$ cat src/logic/mic_params.svh
// constants for the interrupt controller: offsets, fields, vectors
`ifndef MIC_PARAMS_SVH
`define MIC_PARAMS_SVH
`define MIC_OPT_ADDR      8'hC8
`define MIC_OPT_RESET     8'h00
`define MIC_BIT_LVL_SEL   6
`define MIC_BIT_EDGE_POL  5
`define MIC_BIT_GLB_EN    4
`define MIC_STAT_ADDR     8'hC9
`define MIC_VEC_NMI       12'hFFC
`define MIC_VEC_SRC1      12'hFF6
`define MIC_VEC_SRC2      12'hFF4
`define MIC_VEC_SRC3      12'hFF2
`define MIC_VEC_SRC4      12'hFF0
`define MIC_LDI_EARLY_CYC 3
`endif

$ cat src/logic/mic_pkg.sv
// types shared by the interrupt controller
package mic_pkg;
    typedef enum logic [2:0] {
        MIC_NORMAL = 3'b001,
        MIC_IRQ    = 3'b010,
        MIC_NMI    = 3'b100
    } mic_mode_type;
endpackage

$ cat src/logic/mic_irq_ctrl.sv
// interrupt controller: sources, arbitration, entry and return sequencing
//
// Summary of operation
// - four maskable sources plus one non-maskable, each with its own vector
// - vectors: src0 FFC, src1 FF6, src2 FF4, src3 FF2, src4 FF0
// - accepted request loads the selected vector into the program counter
// - several events ORed for sources 3 and 4, per-event flags stay readable
// - non-maskable preempts maskable handlers but not itself; maskable sources never nest
// - fixed priority among maskable: source 1 highest, source 4 lowest
// - global enable gates acceptance of maskable sources only; non-maskable always accepted
// - global enable also gates wake-up from stop/wait, non-maskable too
// - non-maskable request held in a flip-flop cleared at its entry
// - source 1 level (active low) when select set, else falling edge
// - source 2 edge only; polarity bit picks rising or falling
// - sources 3 and 4 are level sensitive, no storage
// - edge latch sets on edge, clears at entry; extra edges not counted
// - lines evaluated at instruction end; next instruction is replaced
// - entry swaps carry/zero to interrupt or non-maskable flag pair
// - push program counter, then inhibit maskable lines
// - clear the first request latch, then load the vector
// - return restores previous flag set and pops program counter
// - option register write-only at C8, no bit ops, resets to 00
// - maskable request in first 3 cycles of clearing write skips flag swap
// - option bits 7 and 3..0 are unused
//
// Added by the designer: the plain strobed port.
`timescale 1ns/1ps
`default_nettype none
`include "mic_params.svh"

module mic_irq_ctrl
    import mic_pkg::*;
#(
    parameter int N_EV3 = 3,
    parameter int N_EV4 = 4
) (
    input  wire logic             clk,
    input  wire logic             rstn,
    input  wire logic             ce,
    input  wire logic [7:0]       reg_addr,
    input  wire logic [7:0]       reg_wdata,
    input  wire logic             reg_wr,
    input  wire logic             reg_rd,
    output logic      [7:0]       reg_rdata,
    input  wire logic             nmi_pin_n,
    input  wire logic             src1_pin,
    input  wire logic             src2_pin,
    input  wire logic [N_EV3-1:0] src3_events,
    input  wire logic [N_EV4-1:0] src4_events,
    input  wire logic             instr_end,
    input  wire logic             ldi_cycle,
    input  wire logic             return_from_interrupt_op,
    input  wire logic             sleeping,
    input  wire logic [11:0]      pc_in,
    input  wire logic             carry_in,
    input  wire logic             zero_in,
    output logic                  irq_take,
    output logic      [11:0]      pc_load,
    output logic                  pc_load_en,
    output logic      [11:0]      stack_push_data,
    output logic                  stack_push,
    output logic                  stack_pop,
    output logic                  flag_set_sel_irq,
    output logic                  flag_set_sel_nmi,
    output logic                  wake_up,
    output logic      [N_EV3-1:0] src3_flags,
    output logic      [N_EV4-1:0] src4_flags
);

    // ****************************************************************
    // helpers
    // ****************************************************************
    function automatic logic [11:0] vec_of(input logic [2:0] s);
        case (s)
            3'd0:    vec_of = `MIC_VEC_NMI;
            3'd1:    vec_of = `MIC_VEC_SRC1;
            3'd2:    vec_of = `MIC_VEC_SRC2;
            3'd3:    vec_of = `MIC_VEC_SRC3;
            default: vec_of = `MIC_VEC_SRC4;
        endcase
    endfunction

    // ****************************************************************
    // pin synchronisers: three stages, change seen when 2 and 3 agree
    // ****************************************************************
    logic [2:0] s0_r, s1_r, s2_r;
    logic [2:0] s0_nxt, s1_nxt, s2_nxt;
    logic [2:0] clean_r, clean_nxt;

    always_comb begin
        s0_nxt    = {src2_pin, src1_pin, nmi_pin_n};
        s1_nxt    = s0_r;
        s2_nxt    = s1_r;
        clean_nxt = clean_r;
        for (int i = 0; i < 3; i++) begin
            if (s1_r[i] == s2_r[i]) begin
                clean_nxt[i] = s2_r[i];
            end
        end
    end

    always_ff @(posedge clk or negedge rstn) begin
        if (!rstn) begin
            s0_r    <= 3'h7;
            s1_r    <= 3'h7;
            s2_r    <= 3'h7;
            clean_r <= 3'h7;
        end else if (ce) begin
            s0_r    <= s0_nxt;
            s1_r    <= s1_nxt;
            s2_r    <= s2_nxt;
            clean_r <= clean_nxt;
        end
    end

    // ****************************************************************
    // option register
    // ****************************************************************
    logic [7:0] opt_r, opt_nxt;
    logic       rd_stat_r, rd_stat_nxt;
    logic       glb_en, lvl_sel, pol_sel;
    logic       opt_wr;

    assign glb_en  = opt_r[`MIC_BIT_GLB_EN];
    assign lvl_sel = opt_r[`MIC_BIT_LVL_SEL];
    assign pol_sel = opt_r[`MIC_BIT_EDGE_POL];
    assign opt_wr  = reg_wr && (reg_addr == `MIC_OPT_ADDR);

    always_comb begin
        opt_nxt     = opt_r;
        rd_stat_nxt = reg_rd && (reg_addr == `MIC_STAT_ADDR);
        // unused bits never stored, whole-byte write only
        if (opt_wr) begin
            opt_nxt = reg_wdata & 8'h70;
        end
    end

    always_ff @(posedge clk or negedge rstn) begin
        if (!rstn) begin
            opt_r     <= `MIC_OPT_RESET;
            rd_stat_r <= 1'b0;
        end else if (ce) begin
            opt_r     <= opt_nxt;
            rd_stat_r <= rd_stat_nxt;
        end
    end

    // ****************************************************************
    // request capture
    // ****************************************************************
    logic       nmi_lat_r, nmi_lat_nxt;
    logic       e1_lat_r, e1_lat_nxt;
    logic       e2_lat_r, e2_lat_nxt;
    logic [2:0] prev_r, prev_nxt;
    logic       nmi_fall, s1_fall, s2_edge;
    logic [4:0] req;
    logic       clr_nmi, clr_1, clr_2;

    assign nmi_fall = prev_r[0] && !clean_r[0];
    assign s1_fall  = prev_r[1] && !clean_r[1];
    assign s2_edge  = pol_sel ? (!prev_r[2] && clean_r[2])
                          : (prev_r[2] && !clean_r[2]);

    always_comb begin
        prev_nxt    = clean_r;
        nmi_lat_nxt = nmi_lat_r;
        e1_lat_nxt  = e1_lat_r;
        e2_lat_nxt  = e2_lat_r;
        // set wins over clear; a held latch ignores later edges
        if (clr_nmi) nmi_lat_nxt = 1'b0;
        if (nmi_fall) nmi_lat_nxt = 1'b1;
        if (clr_1) e1_lat_nxt = 1'b0;
        if (s1_fall && !lvl_sel) e1_lat_nxt = 1'b1;
        if (clr_2) e2_lat_nxt = 1'b0;
        if (s2_edge) e2_lat_nxt = 1'b1;
    end

    always_ff @(posedge clk or negedge rstn) begin
        if (!rstn) begin
            prev_r    <= 3'h7;
            nmi_lat_r <= 1'b0;
            e1_lat_r  <= 1'b0;
            e2_lat_r  <= 1'b0;
        end else if (ce) begin
            prev_r    <= prev_nxt;
            nmi_lat_r <= nmi_lat_nxt;
            e1_lat_r  <= e1_lat_nxt;
            e2_lat_r  <= e2_lat_nxt;
        end
    end

    // level sources have no storage; requester must hold the line
    assign req[0] = nmi_lat_r;
    assign req[1] = lvl_sel ? !clean_r[1] : e1_lat_r;
    assign req[2] = e2_lat_r;
    assign req[3] = |src3_events;
    assign req[4] = |src4_events;
    assign src3_flags = src3_events;
    assign src4_flags = src4_events;

    // ****************************************************************
    // arbitration and entry / return sequencing
    // ****************************************************************
    mic_mode_type mode_r, mode_nxt, saved_r, saved_nxt;
    logic [2:0]   ldi_cnt_r, ldi_cnt_nxt;
    logic         noswap_r, noswap_nxt;
    logic [2:0]   sel;
    logic         take_nmi, take_msk, early_ldi;

    // nmi may nest; maskable only from normal mode
    assign take_nmi = req[0] && mode_r != MIC_NMI;
    assign take_msk = glb_en && mode_r == MIC_NORMAL
                      && |req[4:1];

    always_comb begin
        sel = 3'd4;
        for (int i = 4; i >= 1; i--) begin
            if (req[i]) sel = 3'(i);
        end
        if (take_nmi) sel = 3'd0;
    end

    assign irq_take  = instr_end && (take_nmi || take_msk);
    assign clr_nmi   = irq_take && sel == 3'd0;
    assign clr_1     = irq_take && sel == 3'd1;
    assign clr_2     = irq_take && sel == 3'd2;
    assign early_ldi = opt_wr && reg_wdata == 8'h00
                       && ldi_cnt_r < 3'(`MIC_LDI_EARLY_CYC);

    always_comb begin
        mode_nxt    = mode_r;
        saved_nxt   = saved_r;
        noswap_nxt  = noswap_r;
        ldi_cnt_nxt = ldi_cycle ? ldi_cnt_r + 3'd1 : 3'd0;
        if (irq_take) begin
            saved_nxt = mode_r;
            mode_nxt  = take_nmi ? MIC_NMI : MIC_IRQ;
            // quirk: entry during early cycles of clearing write
            noswap_nxt = !take_nmi && ldi_cycle
                         && ldi_cnt_r < 3'(`MIC_LDI_EARLY_CYC);
        end else if (return_from_interrupt_op && mode_r != MIC_NORMAL) begin
            mode_nxt   = saved_r;
            saved_nxt  = MIC_NORMAL;
            noswap_nxt = 1'b0;
        end
        if (early_ldi) ldi_cnt_nxt = 3'd0;
    end

    always_ff @(posedge clk or negedge rstn) begin
        if (!rstn) begin
            mode_r    <= MIC_NORMAL;
            saved_r   <= MIC_NORMAL;
            noswap_r  <= 1'b0;
            ldi_cnt_r <= 3'd0;
        end else if (ce) begin
            mode_r    <= mode_nxt;
            saved_r   <= saved_nxt;
            noswap_r  <= noswap_nxt;
            ldi_cnt_r <= ldi_cnt_nxt;
        end
    end

    // ****************************************************************
    // outputs to the core
    // ****************************************************************
    logic [11:0] pc_load_r, pc_load_nxt;
    logic [11:0] push_r, push_nxt;
    logic [7:0]  rdata_r, rdata_nxt;

    always_comb begin
        pc_load_nxt = irq_take ? vec_of(sel) : pc_load_r;
        push_nxt    = irq_take ? pc_in : push_r;
        rdata_nxt   = 8'h00;
        // write-only option register reads as zero; status reads mode
        if (rd_stat_nxt) begin
            rdata_nxt = {4'h0, noswap_nxt, mode_nxt};
        end
    end

    always_ff @(posedge clk or negedge rstn) begin
        if (!rstn) begin
            pc_load_r  <= 12'h000;
            push_r     <= 12'h000;
            rdata_r    <= 8'h00;
            pc_load_en <= 1'b0;
            stack_push <= 1'b0;
            stack_pop  <= 1'b0;
        end else if (ce) begin
            pc_load_r  <= pc_load_nxt;
            push_r     <= push_nxt;
            rdata_r    <= rdata_nxt;
            pc_load_en <= irq_take;
            stack_push <= irq_take;
            stack_pop  <= return_from_interrupt_op
                          && mode_r != MIC_NORMAL;
        end
    end

    assign pc_load          = pc_load_r;
    assign stack_push_data  = push_r;
    assign reg_rdata        = rdata_r;
    assign flag_set_sel_irq = mode_r == MIC_IRQ && !noswap_r;
    assign flag_set_sel_nmi = mode_r == MIC_NMI;
    // wake needs global enable even for the non-maskable source
    assign wake_up = sleeping && glb_en && |req;

    // ****************************************************************
    // checks
    // ****************************************************************
    AST_NMI_VEC: assert property (@(posedge clk) disable iff (!rstn)
        ce && clr_nmi |=> pc_load == `MIC_VEC_NMI && pc_load_en)
        else $error("nmi vector wrong");
    AST_NO_MSK_NEST: assert property (@(posedge clk) disable iff (!rstn)
        mode_r != MIC_NORMAL && irq_take |-> take_nmi)
        else $error("maskable nested");
    AST_PRIO: assert property (@(posedge clk) disable iff (!rstn)
        irq_take && !take_nmi && req[1] |-> sel == 3'd1)
        else $error("priority wrong");
    AST_EN_GATE: assert property (@(posedge clk) disable iff (!rstn)
        !glb_en && irq_take |-> sel == 3'd0)
        else $error("maskable taken while disabled");
    AST_WAKE: assert property (@(posedge clk) disable iff (!rstn)
        wake_up |-> glb_en)
        else $error("wake without enable");
    AST_ENTRY_SEQ: assert property (@(posedge clk) disable iff (!rstn)
        ce && irq_take |=> stack_push && stack_push_data == $past(pc_in))
        else $error("push missing");
    AST_OPT_RESET: assert property (@(posedge clk) disable iff (!rstn)
        opt_r[7] == 1'b0 && opt_r[3:0] == 4'h0)
        else $error("unused option bits set");
    AST_NMI_CLR: assert property (@(posedge clk) disable iff (!rstn)
        ce && clr_nmi && !nmi_fall |=> !nmi_lat_r)
        else $error("nmi latch not cleared at entry");
    // only one saved level, so a return must land exactly on it
    AST_RET_POP: assert property (@(posedge clk) disable iff (!rstn)
        ce && return_from_interrupt_op && mode_r != MIC_NORMAL && !irq_take
        |=> mode_r == $past(saved_r) && stack_pop)
        else $error("return did not restore mode");
    AST_NOSWAP: assert property (@(posedge clk) disable iff (!rstn)
        ce && irq_take && !take_nmi && ldi_cycle
        && ldi_cnt_r < 3'(`MIC_LDI_EARLY_CYC) |=> !flag_set_sel_irq)
        else $error("flag pair swapped during clearing write");
    AST_TAKE_END: assert property (@(posedge clk) disable iff (!rstn)
        irq_take |-> instr_end)
        else $error("taken mid instruction");

endmodule // mic_irq_ctrl
`default_nettype wire

$ cat config.mk
export PLATFORM = sky130hd
export DESIGN_NAME = mic_irq_ctrl
export DESIGN_NICKNAME = d
export VERILOG_FILES = /design/src/logic/mic_pkg.sv /design/src/logic/mic_irq_ctrl.sv
export VERILOG_INCLUDE_DIRS = /design/src /design/src/logic
export SDC_FILE = /design/constraint.sdc
export NUM_CORES = 1
export LEC_CHECK = 0
export BUFFER_PORTS_ARGS = -buffer_cell sky130_fd_sc_hd__buf_2
export CAP_MARGIN = 20
export CORE_UTILIZATION = 44
export CTS_BUF_LIST = sky130_fd_sc_hd__clkbuf_8
export DETAILED_ROUTE_END_ITERATION = 10
export GPL_TIMING_DRIVEN = 1
export PLACE_DENSITY = 0.78
export SLEW_MARGIN = 20
export SYNTH_ARGS = -nofsm -noshare
export SYNTH_HDL_FRONTEND = slang
export SYNTH_SLANG_ARGS = --single-unit
$ cat constraint.sdc
create_clock -name clk -period 2.2 [get_ports clk]
set_clock_uncertainty 0.15 [all_clocks]
set_input_delay 0.22 -clock clk [delete_from_list [all_inputs] [get_ports clk]]
set_output_delay 0.22 -clock clk [all_outputs]
set_load 0.01 [all_outputs]
**After elaboration in Yosys (flattened, before gate mapping)**

Cells that the tools add are included.

- Add/sub/neg operators: 1
- $lt $le $gt $ge: 1
- Equality and inequality tests: 13
- Muxes and demuxes: 23
- Reductions and logical operators: 48

Operators by type and width:

| kind | count |
|---|---|
| 2-to-1 mux 3 bit | 11 |
| logical AND 1 bit | 22 |
| AND reduction 2 bit | 9 |
| equality test 8 bit (second input constant) | 2 |
| one-hot mux 4 bit (4 select lines) | 1 |
| 2-to-1 mux 1 bit | 10 |
| OR reduction 10 bit | 1 |
| equality test 3 x 2 -> 1 bit (second input constant) | 3 |
| OR reduction 9 bit | 1 |
| zero test 8 bit | 1 |
| nonzero test 2 bit | 4 |
| zero test 1 bit | 7 |
| equality test 3 x 1 -> 1 bit (second input constant) | 2 |
| 2-to-1 mux 4 bit | 1 |
| adder 3 x 1 -> 3 bit (second input constant) | 1 |
| equality test 1 bit | 3 |
| equality test 3 bit (second input constant) | 1 |
| zero test 3 bit | 1 |
| less-than comparator 3 x 2 -> 1 bit (second input constant) | 1 |
| inequality test 3 x 1 -> 1 bit (second input constant) | 1 |
| inequality test 3 bit (second input constant) | 1 |
| OR reduction 3 bit | 1 |
| logical OR 1 bit | 1 |

- Register bits: 65
- Output and inout port bits: 46
- Word-level logic and storage cells: 106

**Longest topological paths before layout**

Gate-level depths: netlist (run 1).

- Depth after elaboration: 9
- Mapped depth: 7

**Least setup slack after synthesis (run 1)**

Ideal clock, no wire load.

- Kind: reg-to-reg
- From: register mode_r[0]
- To: register push_r[10] (netlist: stack_push_data[10])
- Setup time: 0.125 ns
- Data arrival time: 1.695 ns
- Required time: 1.925 ns
- Path slack: 0.230 ns
- Cell stages (with the launch flop): 7
- Buffers on the path: 1
- Cell sequence: dfstp_2 -> nand2b_4 -> nor2_8 -> o2111ai_4 -> a21oi_4 -> buf_12 -> mux2_4

- Cells in the longest elaborated chain, start to end: 6
- Elaborated cells between the ends (all ways): 8

RTL lines:

| what | RTL line | source |
|---|---|---|
| start, declared | mic_irq_ctrl.sv:204 | `mic_mode_type mode_r, mode_nxt, saved_r, saved_nxt;` |
| start signal, assigned | mic_irq_ctrl.sv:256 | `mode_r <= mode_nxt;` |
| equality test 3 x 1 -> 1 bit | mic_irq_ctrl.sv:212 | `assign take_msk = glb_en && mode_r == MIC_NORMAL` |
| logical AND 1 bit | mic_irq_ctrl.sv:212 |  |
| logical AND 1 bit | mic_irq_ctrl.sv:213 | `&& \|req[4:1];` |
| logical OR 1 bit * | mic_irq_ctrl.sv:223 | `assign irq_take = instr_end && (take_nmi \|\| take_msk);` |
| logical AND 1 bit * | mic_irq_ctrl.sv:223 |  |
| AND reduction 2 bit (no line) * | -- |  |
| end signal, assigned | mic_irq_ctrl.sv:290 | `push_r <= push_nxt;` |
| end, declared | mic_irq_ctrl.sv:267 | `logic [11:0] push_r, push_nxt;` |

Every way passes the cells marked *; elsewhere a longest branch is shown, timed or not.
A chain may end at the register's enable or synchronous reset.

**Worst setup path in the final report (run 1)**

- From: register clean_r[1]
- To: output port irq_take

- Cells in the longest elaborated chain, start to end: 6

RTL lines:

| what | RTL line | source |
|---|---|---|
| start, declared | mic_irq_ctrl.sv:88 | `logic [2:0] clean_r, clean_nxt;` |
| start signal, assigned | mic_irq_ctrl.sv:112 | `clean_r <= clean_nxt;` |
| zero test 1 bit | mic_irq_ctrl.sv:194 | `assign req[1] = lvl_sel ? !clean_r[1] : e1_lat_r;` |
| 2-to-1 mux 1 bit | mic_irq_ctrl.sv:194 |  |
| OR reduction 9 bit | mic_irq_ctrl.sv:213 |  |
| logical AND 1 bit | mic_irq_ctrl.sv:213 |  |
| logical OR 1 bit | mic_irq_ctrl.sv:223 |  |
| logical AND 1 bit | mic_irq_ctrl.sv:223 |  |
| end, declared | mic_irq_ctrl.sv:57 | `output logic irq_take,` |

No other way between the ends.

==> results.toml, run 1 <==
[placement]
dp_hpwl_microns = 3950
gp_congestion = 0.827
io_buffers = 87
dp_slack_ps = 183
place_area_sq_um = 3030

[global_routing]
grt_max_degree = 32
grt_use_total_pct = 19.0
grt-ovfl-total = 0
antenna_found_initial = 0
grt_pass1_wl_microns = 9190
grt_pass1_vias = 1990

[logic_synthesis]
muxShareOfSynthArea_pct = 12.2
synth_adder_area_share_pct = 0.475
synth_xor_xnor_area_share_pct = 0
synth_top_family_by_area = "compound AO/OA/AOI/OAI gates"
syn_avg_cell_area_sq_um = 11.2
synth-compound-area-share_pct = 15.3
synth-simple-area-share_pct = 10.4
async_flop_share_pct = 100
ys_types = 49
synth-seq-cells = 53
syn_area_sq_um = 2640
synth-edff-count = 0
yosysSeqAreaShare_pct = 51.1
synthCells = 236
ys.flop_type = "dfrtp_1"
yosys_warnings = 0

[die]
die_w_microns = 79.4
die_h_microns = 79.4
coreArea_sq_um = 5640
row_count = 27
num_io_pins = 95
initial_core_util_pct = 46.7
die-area_sq_um = 6300

[status]
outcome = "complete, no violations"

[setup_path]
critPathRequiredTime_ps = 1830
cp_max_fo = 4
rr_worst_depth = 6
crit_path_start = "clean_r[1]"
critPathKind = "reg -> out"
reg2reg_slack_ps = 170
critPathTopFamily = "flip-flops"
reg2reg_to = "stack_push_data[1]"
cp_num_buf_inv = 2
critPathSlowestCell = "dfstp_2"
r2r-start = "mode_r[0]"
path_cells = "nand2b_4 -> o211ai_4 -> o2111a_2 -> nor2_4 -> inv_2 -> buf_2"
cpPeakStageDelay_ps = 560
cp-start-kind = "flip-flop"
arrival_ps = 1770
endpoint_kind = "primary output"

[clocking]
root_buffer = "clkbuf_8"
cts-buffers-inserted = 5
path_clk_slew_ps = 90
clockBufferDepth = 2
htreeDepth = 2
cts_sinks = 53
cts_tree = "done"
clock_latency_ps = 320

[finish]
fin_nets = 381
drive_gt1_share_pct = 48.2
diodes = 0
largest_reg_flops = 12
fin_area_sq_um = 3340
synthToLayoutAreaGrowth_pct = 26.6

[sta]
finalSetupTns_ps = 0
worst_slack_ps = 61.5
maxSlewViolCount = 0
relSlewSlack_pct = 64.7
finalHoldViolCount = 0
fin_crit_ps = 2140
fin_crit_sh_pct = 97.2
setup_viol = 0
max_slew.worst_pin.slew_ps = 523
fmax_mhz = 468

[route]
drc = 0
drtPass1Iterations = 4
wirelength_microns = 5530
drt_iter0_markers = 125
vias_per_cell = 5.16
vias = 2084
drtAntennaViolNets = 0
wl_per_cell_microns = 13.7

[power_and_ir_drop]
power.switching_uw = 1140
p_int_uw = 2140
combPwrFrac_pct = 35.4
vdd_ir_drop_max_v = 0.000534
swShare_pct = 34.7
p_leak_uw = 0.00155
pwr-share-seq_pct = 47.8
powerDensity_nw_per_um2 = 984
pwr-share-clk_pct = 16.8

[flow_run]
cap_violations = 0

[min_path]
hold_end = "opt_r[5]"
worstHoldStart = "reg_wdata[5]"
min_path_type = "in -> reg"
holdPathStages = 2
==> per-layer routing <==
metal  global-route usage [%]  share of wire (%)
met2                     32.3                 51
met1                     23.8                 42
met4                     4.91                1.2
met3                     5.37                5.2
met5                        0                  0
==> per-stage QoR <==
step	hold WS [ps]	util (%)	cells	power, uW
global route	4.97	59.1	404	3500
global placement	-119	53.7	376	2600
finish	3.14	59.1	404	3280
CTS	2.10	58.5	402	3250
detailed placement	-112	53.7	376	2660
floorplan	-226	-	240	2290
==> cell usage after synthesis (all sizes together) (2+ instances only) <==
| cell type | instances | area, sq um |
|---|---|---|
| nand4 | 2 | 12.5 |
| inv | 19 | 71.3 |
| nor3b | 2 | 15.0 |
| mux2 | 25 | 300 |
| o21ai | 17 | 85.1 |
| nand3 | 3 | 15.0 |
| nand2 | 16 | 60.1 |
| dfrtp | 36 | 901 |
| o2bb2ai | 7 | 61.3 |
| a22oi | 2 | 15.0 |
| mux2i | 2 | 20.0 |
| clkbuf | 5 | 18.8 |
| nor2 | 15 | 75.1 |
| dfstp | 17 | 447 |
| nand2b | 3 | 28.8 |
| buf | 24 | 184 |
| nor4 | 4 | 25.0 |
| o32ai | 3 | 26.3 |
| a21oi | 13 | 76.3 |
==> worst reg2reg max path, delay by kind of cell, from the launching register on <==
family                 cells  cell delay (ps)
AOI/OAI and AO/OA          1              200
muxes                      1              360
DFF                        1              620
buffers and inverters      1              180
and+or+nand+nor            3              410
==> worst max-delay path by stage <==
stage,endpoint,cells past startpoint
finish,irq_take,6
global route,irq_take,6
CTS,irq_take,6
detailed placement,reg_rdata[0],6
global placement,stack_push_data[10],6
floorplan,stack_push_data[10],6
==> power groups by stage <==
stage	clock, uW	combinational, uW	sequential (uW)
final	553	1160	1570
after global routing	607	1280	1620
after CTS	566	1130	1560
after detailed placement	0	1070	1580
after global placement	0	1030	1560
after floorplan	0	702	1590
==> logic make-up (layout without fill, tap and decap cells) <==
group	Yosys count	after routing
AOI/OAI and AO/OA	55	55
DFF	53	53
and+or+nand+nor	51	51
buffers and inverters	48	140
muxes	27	27
adders and majority gates	1	1
other	1	5
==> cell usage in the layout (no fill, tap or decap), types with 2 or more instances in the layout <==
cell type and instances:
conb_1 5, nor4_1 4, nand4_1 2, inv_1 19
nor2_4 2, nand2_1 16, nor2_1 12, dfrtp_1 35
nand2b_4 2, nand3_1 3, buf_4 9, mux2_2 20
o2bb2ai_1 7, mux2_4 5, mux2i_1 2, dfstp_2 17
clkbuf_8 5, a22oi_1 2, nor3b_1 2, buf_2 87
dlygate4sd3_1 16, o32ai_1 3, a21oi_1 12, o21ai_0 17
==> layout make-up <==
class | instances | area, sq um
timing repair buffer | 113 | 683
tap | 72 | 90.1
multi-input combinational | 139 | 1060
clock inverter | 3 | 17.5
inverter | 19 | 71.3
sequential | 53 | 1350
clock buffer | 5 | 68.8
fill | 472 | 2310
==> timing repair <==
item                       CTS  global route
setup buffers                2             2
setup endpoints to repair    1             1
hold buffers                16             0
pin swaps                    1             2
resized for setup            3             5
hold endpoints to repair    51             0
(Power assumes the default switching activity.)
==> inputs of run 2 (changes only) <==
--- a/config.mk
+++ b/config.mk
@@ -9,9 +9,11 @@
 export BUFFER_PORTS_ARGS = -buffer_cell sky130_fd_sc_hd__buf_2
 export CAP_MARGIN = 20
-export CORE_UTILIZATION = 44
+export CELL_PAD_IN_SITES_DETAIL_PLACEMENT = 0
+export CELL_PAD_IN_SITES_GLOBAL_PLACEMENT = 1
+export CORE_UTILIZATION = 39
 export CTS_BUF_LIST = sky130_fd_sc_hd__clkbuf_8
 export DETAILED_ROUTE_END_ITERATION = 10
 export GPL_TIMING_DRIVEN = 1
-export PLACE_DENSITY = 0.78
+export PLACE_DENSITY = 0.88
 export SLEW_MARGIN = 20
 export SYNTH_ARGS = -nofsm -noshare
==> constraint.sdc (replaced) <==
create_clock -name clk -period 2.2 [get_ports clk]
set_clock_uncertainty 0.15 [all_clocks]
set_input_delay 0.11 -clock clk [delete_from_list [all_inputs] [get_ports clk]]
set_output_delay 0.11 -clock clk [all_outputs]
set_load 0.01 [all_outputs]
==> run 2 against run 1 <==
Effect of this change: the flow now finishes with violations (DRC); sequential power about the same; critical path depth unchanged; hold slack improved by 56 ps; cell area increased by 0.86%; combinational power decreased by 5%; global-route usage decreased by 2.9 points; sequential cell count unchanged; non-clock buffer count unchanged; first-iteration DRC count decreased by 22%; clock-buffer cell count increased by 1; cell count increased by 1.2%; largest cell class unchanged.
==> results.toml, run 2 (synthesis results as in run 1) <==
[finish]
n_fill_cell = 582
diodes = 0
layout_common_cells = "buf_2, dfrtp_1, dlygate4sd3_1, inv_1, mux2_2"
final_common_cell = "buf_2"
synthToLayoutAreaGrowth_pct = 27.7
drive_gt1_share_pct = 46.1
fin_area_sq_um = 3360
largest_reg_flops = 12
fin_nets = 381

[setup_path]
r2r-start = "mode_r[0]"
crit_path_start = "clean_r[1]"
arrival_ps = 1830
reg2reg_to = "stack_push_data[6]"
cp-start-kind = "flip-flop"
rr_worst_depth = 6
reg2reg_slack_ps = 170
critPathCapture = "irq_take"
critPathRequiredTime_ps = 1940
cp_max_fo = 6
critPathKind = "reg -> out"
endpoint_kind = "primary output"

[die]
die_h_microns = 84.2
initial_core_util_pct = 41.0
num_io_pins = 95
coreArea_sq_um = 6420
die-area_sq_um = 7090
die_w_microns = 84.2
row_count = 29

[route]
vias = 2044
vias_per_cell = 5.00
drtAntennaViolNets = 0
drc = 18
wirelength_microns = 5590
drt_iter0_markers = 98
drtPass1Iterations = 7
wl_per_cell_microns = 13.7

[min_path]
worstHoldStart = "reg_addr[0]"
min_path_type = "in -> reg"

[sta]
fin_crit_sh_pct = 95.2
finalSetupTns_ps = 0
fin_crit_ps = 2090
fmax_mhz = 477
setup_viol = 0
relSlewSlack_pct = 55.9
whs_ps = 58.8
finalHoldViolCount = 0
max_slew.worst_pin.slew_ps = 662
rsz0062_at_grt = "no"
maxSlewViolCount = 0

[clocking]
htreeDepth = 2
clock_latency_ps = 300
path_clk_slew_ps = 90
root_buffer = "clkbuf_8"
cts_tree = "done"
clockBufferDepth = 2
cts-buffers-inserted = 5
cts_sinks = 53
post-cts-setup-buffers = 0

[placement]
io_buffers = 87
gp_congestion = 0.833
place_area_sq_um = 3030
dp_hpwl_microns = 3830

[power_and_ir_drop]
powerDensity_nw_per_um2 = 994
vdd_ir_drop_max_v = 0.000440
p_leak_uw = 0.00155

[global_routing]
grt-ovfl-total = 0
antenna_found_initial = 0
grt_pass1_vias = 1981
grt_pass1_wl_microns = 9260
grt_use_total_pct = 16.2
grt_max_degree = 54

[status]
outcome = "finished, violations left"
failed_checks = "DRC"

[flow_run]
cap_violations = 0
-- run 2: repair_timing --
action,4_1_cts,5_1_grt
endpoints found under the setup margin,0,1
endpoints found under the hold margin,58,0
gates resized for setup,0,3
hold buffers,21,0
-- run 2: stage by stage --
stage	cells	worst slack (ps)	util, %	total power, uW
after floorplan	240	230	-	2290
after global placement	380	230	47.2	2610
after detailed placement	380	195	47.2	2650
after CTS	409	28.0	52.3	3370
after global routing	409	0.817	52.4	3570
final	409	105	52.4	3350
-- run 2: layout make-up --
class	instances	area (sq um)	share of cell area [%]
well taps	77	96.3	2.86
clock inverters	2	33.8	1.00
repair buffers	113	696	20.7
flip-flops and latches	53	1350	40.1
inverters	19	71.3	2.12
multi-input cells	139	1040	30.8
clock buffers	6	82.6	2.45
-- run 2: worst min-delay path by stage --
stage	end	slack, ps	depth (start not counted)
after floorplan	e1_lat_r	-340	0
after global placement	stack_push_data[6]	120	2
after detailed placement	stack_push_data[6]	130	2
after CTS	ldi_cnt_r[1]	60	3
after global routing	ldi_cnt_r[2]	70	3
final	ldi_cnt_r[1]	60	3
-- run 2: where the power goes --
| part | total (uW) | internal (uW) | leakage, uW | switching [uW] |
|---|---|---|---|---|
| clock network | 680 | 367 | 0.0000626 | 313 |
| registers | 1570 | 1330 | 0.000618 | 236 |
| logic | 1100 | 558 | 0.000874 | 538 |
-- run 2: worst max-delay path: stages (launching register included) --
cell	delay, ps
dfstp_2	580
nand2b_2	140
o211ai_2	140
o2111a_2	340
nor2_4	120
inv_1	60
buf_2	140
-- run 2: layer usage --
layer / global-route usage [%] / routed length (microns)
met5: 0 / 0
met1: 21.6 / 2630
met2: 27.6 / 2650
met3: 3.05 / 269
met4: 3.29 / 36
==> inputs of run 3 (changes only) <==
Settings changed: CORE_MARGIN set to 3.
==> run 3 against run 2 <==
Effect of this change: the flow now finishes without violations; critical path depth unchanged; combinational power about the same; setup slack got worse by 5.1 ps; hold slack got worse by 17 ps; cell area up 0.22%; non-clock buffer count is the same; via count rose by 0.78%; wire length shrank 0.29%; highest routed layer unchanged.
==> results.toml, run 3 (synthesis results as in run 1) <==
[status]
outcome = "complete, no violations"

[power_and_ir_drop]
combPwrFrac_pct = 33.1
swShare_pct = 32.8
pwr-share-clk_pct = 19.7
pwr-share-seq_pct = 47.1
p_int_uw = 2230
power.switching_uw = 1090
p_leak_uw = 0.00156
powerDensity_nw_per_um2 = 984
vdd_ir_drop_max_v = 0.000675

[setup_path]
rr_worst_depth = 6
critPathSlowestCell = "dfstp_2"
arrival_ps = 1840
cpPeakStageDelay_ps = 590
cp_num_buf_inv = 2
critPathTopFamily = "flip-flops"
critPathKind = "reg -> out"
r2r-start = "clean_r[1]"
cp_max_fo = 6
reg2reg_to = "stack_push_data[8]"
cp-start-kind = "flip-flop"
path_cells = "nand2b_2 -> o211ai_2 -> o2111a_2 -> nor2_4 -> inv_1 -> buf_2"
reg2reg_slack_ps = 180
endpoint_kind = "primary output"
critPathRequiredTime_ps = 1940

[clocking]
cts-buffers-inserted = 5
htreeDepth = 2
cts_sinks = 53
cts_tree = "done"
path_clk_slew_ps = 100
clock_latency_ps = 300
root_buffer = "clkbuf_8"
clockBufferDepth = 2
post-cts-setup-buffers = 0

[die]
initial_core_util_pct = 40.8
die_h_microns = 88.2
coreArea_sq_um = 6460
die-area_sq_um = 7780
num_io_pins = 95
die_w_microns = 88.2
row_count = 29

[sta]
setup_viol = 0
maxSlewViolCount = 0
relSlewSlack_pct = 59.3
fin_crit_ps = 2100
finalHoldViolCount = 0
max_slew.worst_pin.slew_ps = 611
fmax_mhz = 476
finalSetupTns_ps = 0
worst_slack_ps = 100
fin_crit_sh_pct = 95.4

[finish]
layout.cells.non_filler = 409
layout_common_cells = "buf_2, dfrtp_1, dlygate4sd3_1, inv_1, mux2_2"
seq_area_sq_um = 1350
synthToLayoutAreaGrowth_pct = 28.0
drive_gt1_share_pct = 46.1
fin_nets = 381
largest_reg_flops = 12
multi_input_area_sq_um = 1040
n_fill_cell = 587
fin_util_pct = 52.2
final_common_cell = "buf_2"
diodes = 0

[global_routing]
antenna_found_initial = 0
grt_max_degree = 32
grt_pass1_vias = 2084
grt_use_total_pct = 15.6
grt_pass1_wl_microns = 9560
grt-ovfl-total = 0

[route]
wl_per_cell_microns = 13.6
vias_per_cell = 5.04
drtPass1Iterations = 4
drt_iter0_markers = 99
wirelength_microns = 5570
drc = 0
vias = 2060
drtAntennaViolNets = 0

[min_path]
hold_end = "ldi_cnt_r[1]"
holdPathStages = 3
worstHoldStart = "reg_addr[0]"
min_path_type = "in -> reg"

[placement]
io_buffers = 87
dp_slack_ps = 193
dp_hpwl_microns = 4060
gp_congestion = 0.836
dp.cells = 380

[flow_run]
cap_violations = 0
-- run 3: cell types whose count changed in the layout (fill, tap and decap cells not counted), sizes merged --
cell and delta:
clkinv +1, clkbuf -1
-- run 3: layout make-up --
class / count / area share, %
sequential: 53 / 40.0
multi-input combinational: 139 / 30.8
timing repair buffer: 113 / 21.0
tap: 77 / 2.86
inverter: 19 / 2.12
clock buffer: 5 / 2.04
clock inverter: 3 / 1.26
-- run 3: per-stage QoR --
step,instance area (sq um),hold WS (ps),power [uW]
6_report,3370,41.6,3320
5_1_grt,3370,67.6,3570
4_1_cts,3360,28.0,3360
3_5_place_dp,3040,15.1,2660
3_3_place_gp,3040,3.50,2610
2_1_floorplan,2650,-336,2290
-- run 3: power by group through the flow --
stage | Clock [uW] | Sequential, uW | Combinational, uW
3_5_place_dp | 0 | 1590 | 1070
6_report | 655 | 1560 | 1100
5_1_grt | 715 | 1620 | 1240
2_1_floorplan | 0 | 1590 | 702
4_1_cts | 683 | 1570 | 1100
3_3_place_gp | 0 | 1570 | 1050
-- run 3: worst max path at each step --
stage,slack (ps),startpoint,depth (start not counted),endpoint
after detailed placement,190,mode_r[0],6,stack_push_data[4]
after global placement,220,clean_r[1],6,stack_push_data[11]
after floorplan,230,mode_r[0],6,stack_push_data[10]
after CTS,20,clean_r[1],6,irq_take
final,100,clean_r[1],6,irq_take
after global routing,-1,clean_r[1],6,irq_take
-- run 3: worst min-delay path, cell delays in order --
cell	delay, ps
buf_2	100
o41ai_1	120
o2bb2ai_1	140
-- run 3: per-layer routing --
layer	GRT usage [%]	vias up	share of wire, %
li1	-	1003	-
met1	19.7	981	45
met2	27.1	74	48
met3	2.92	2	6.3
met4	4.40	0	0.50
met5	0	-	0
-- run 3: timing repair --
item | CTS | global route
hold endpoints to repair | 39 | 0
hold buffers | 21 | 0
resized for setup | 0 | 3
setup endpoints to repair | 0 | 1
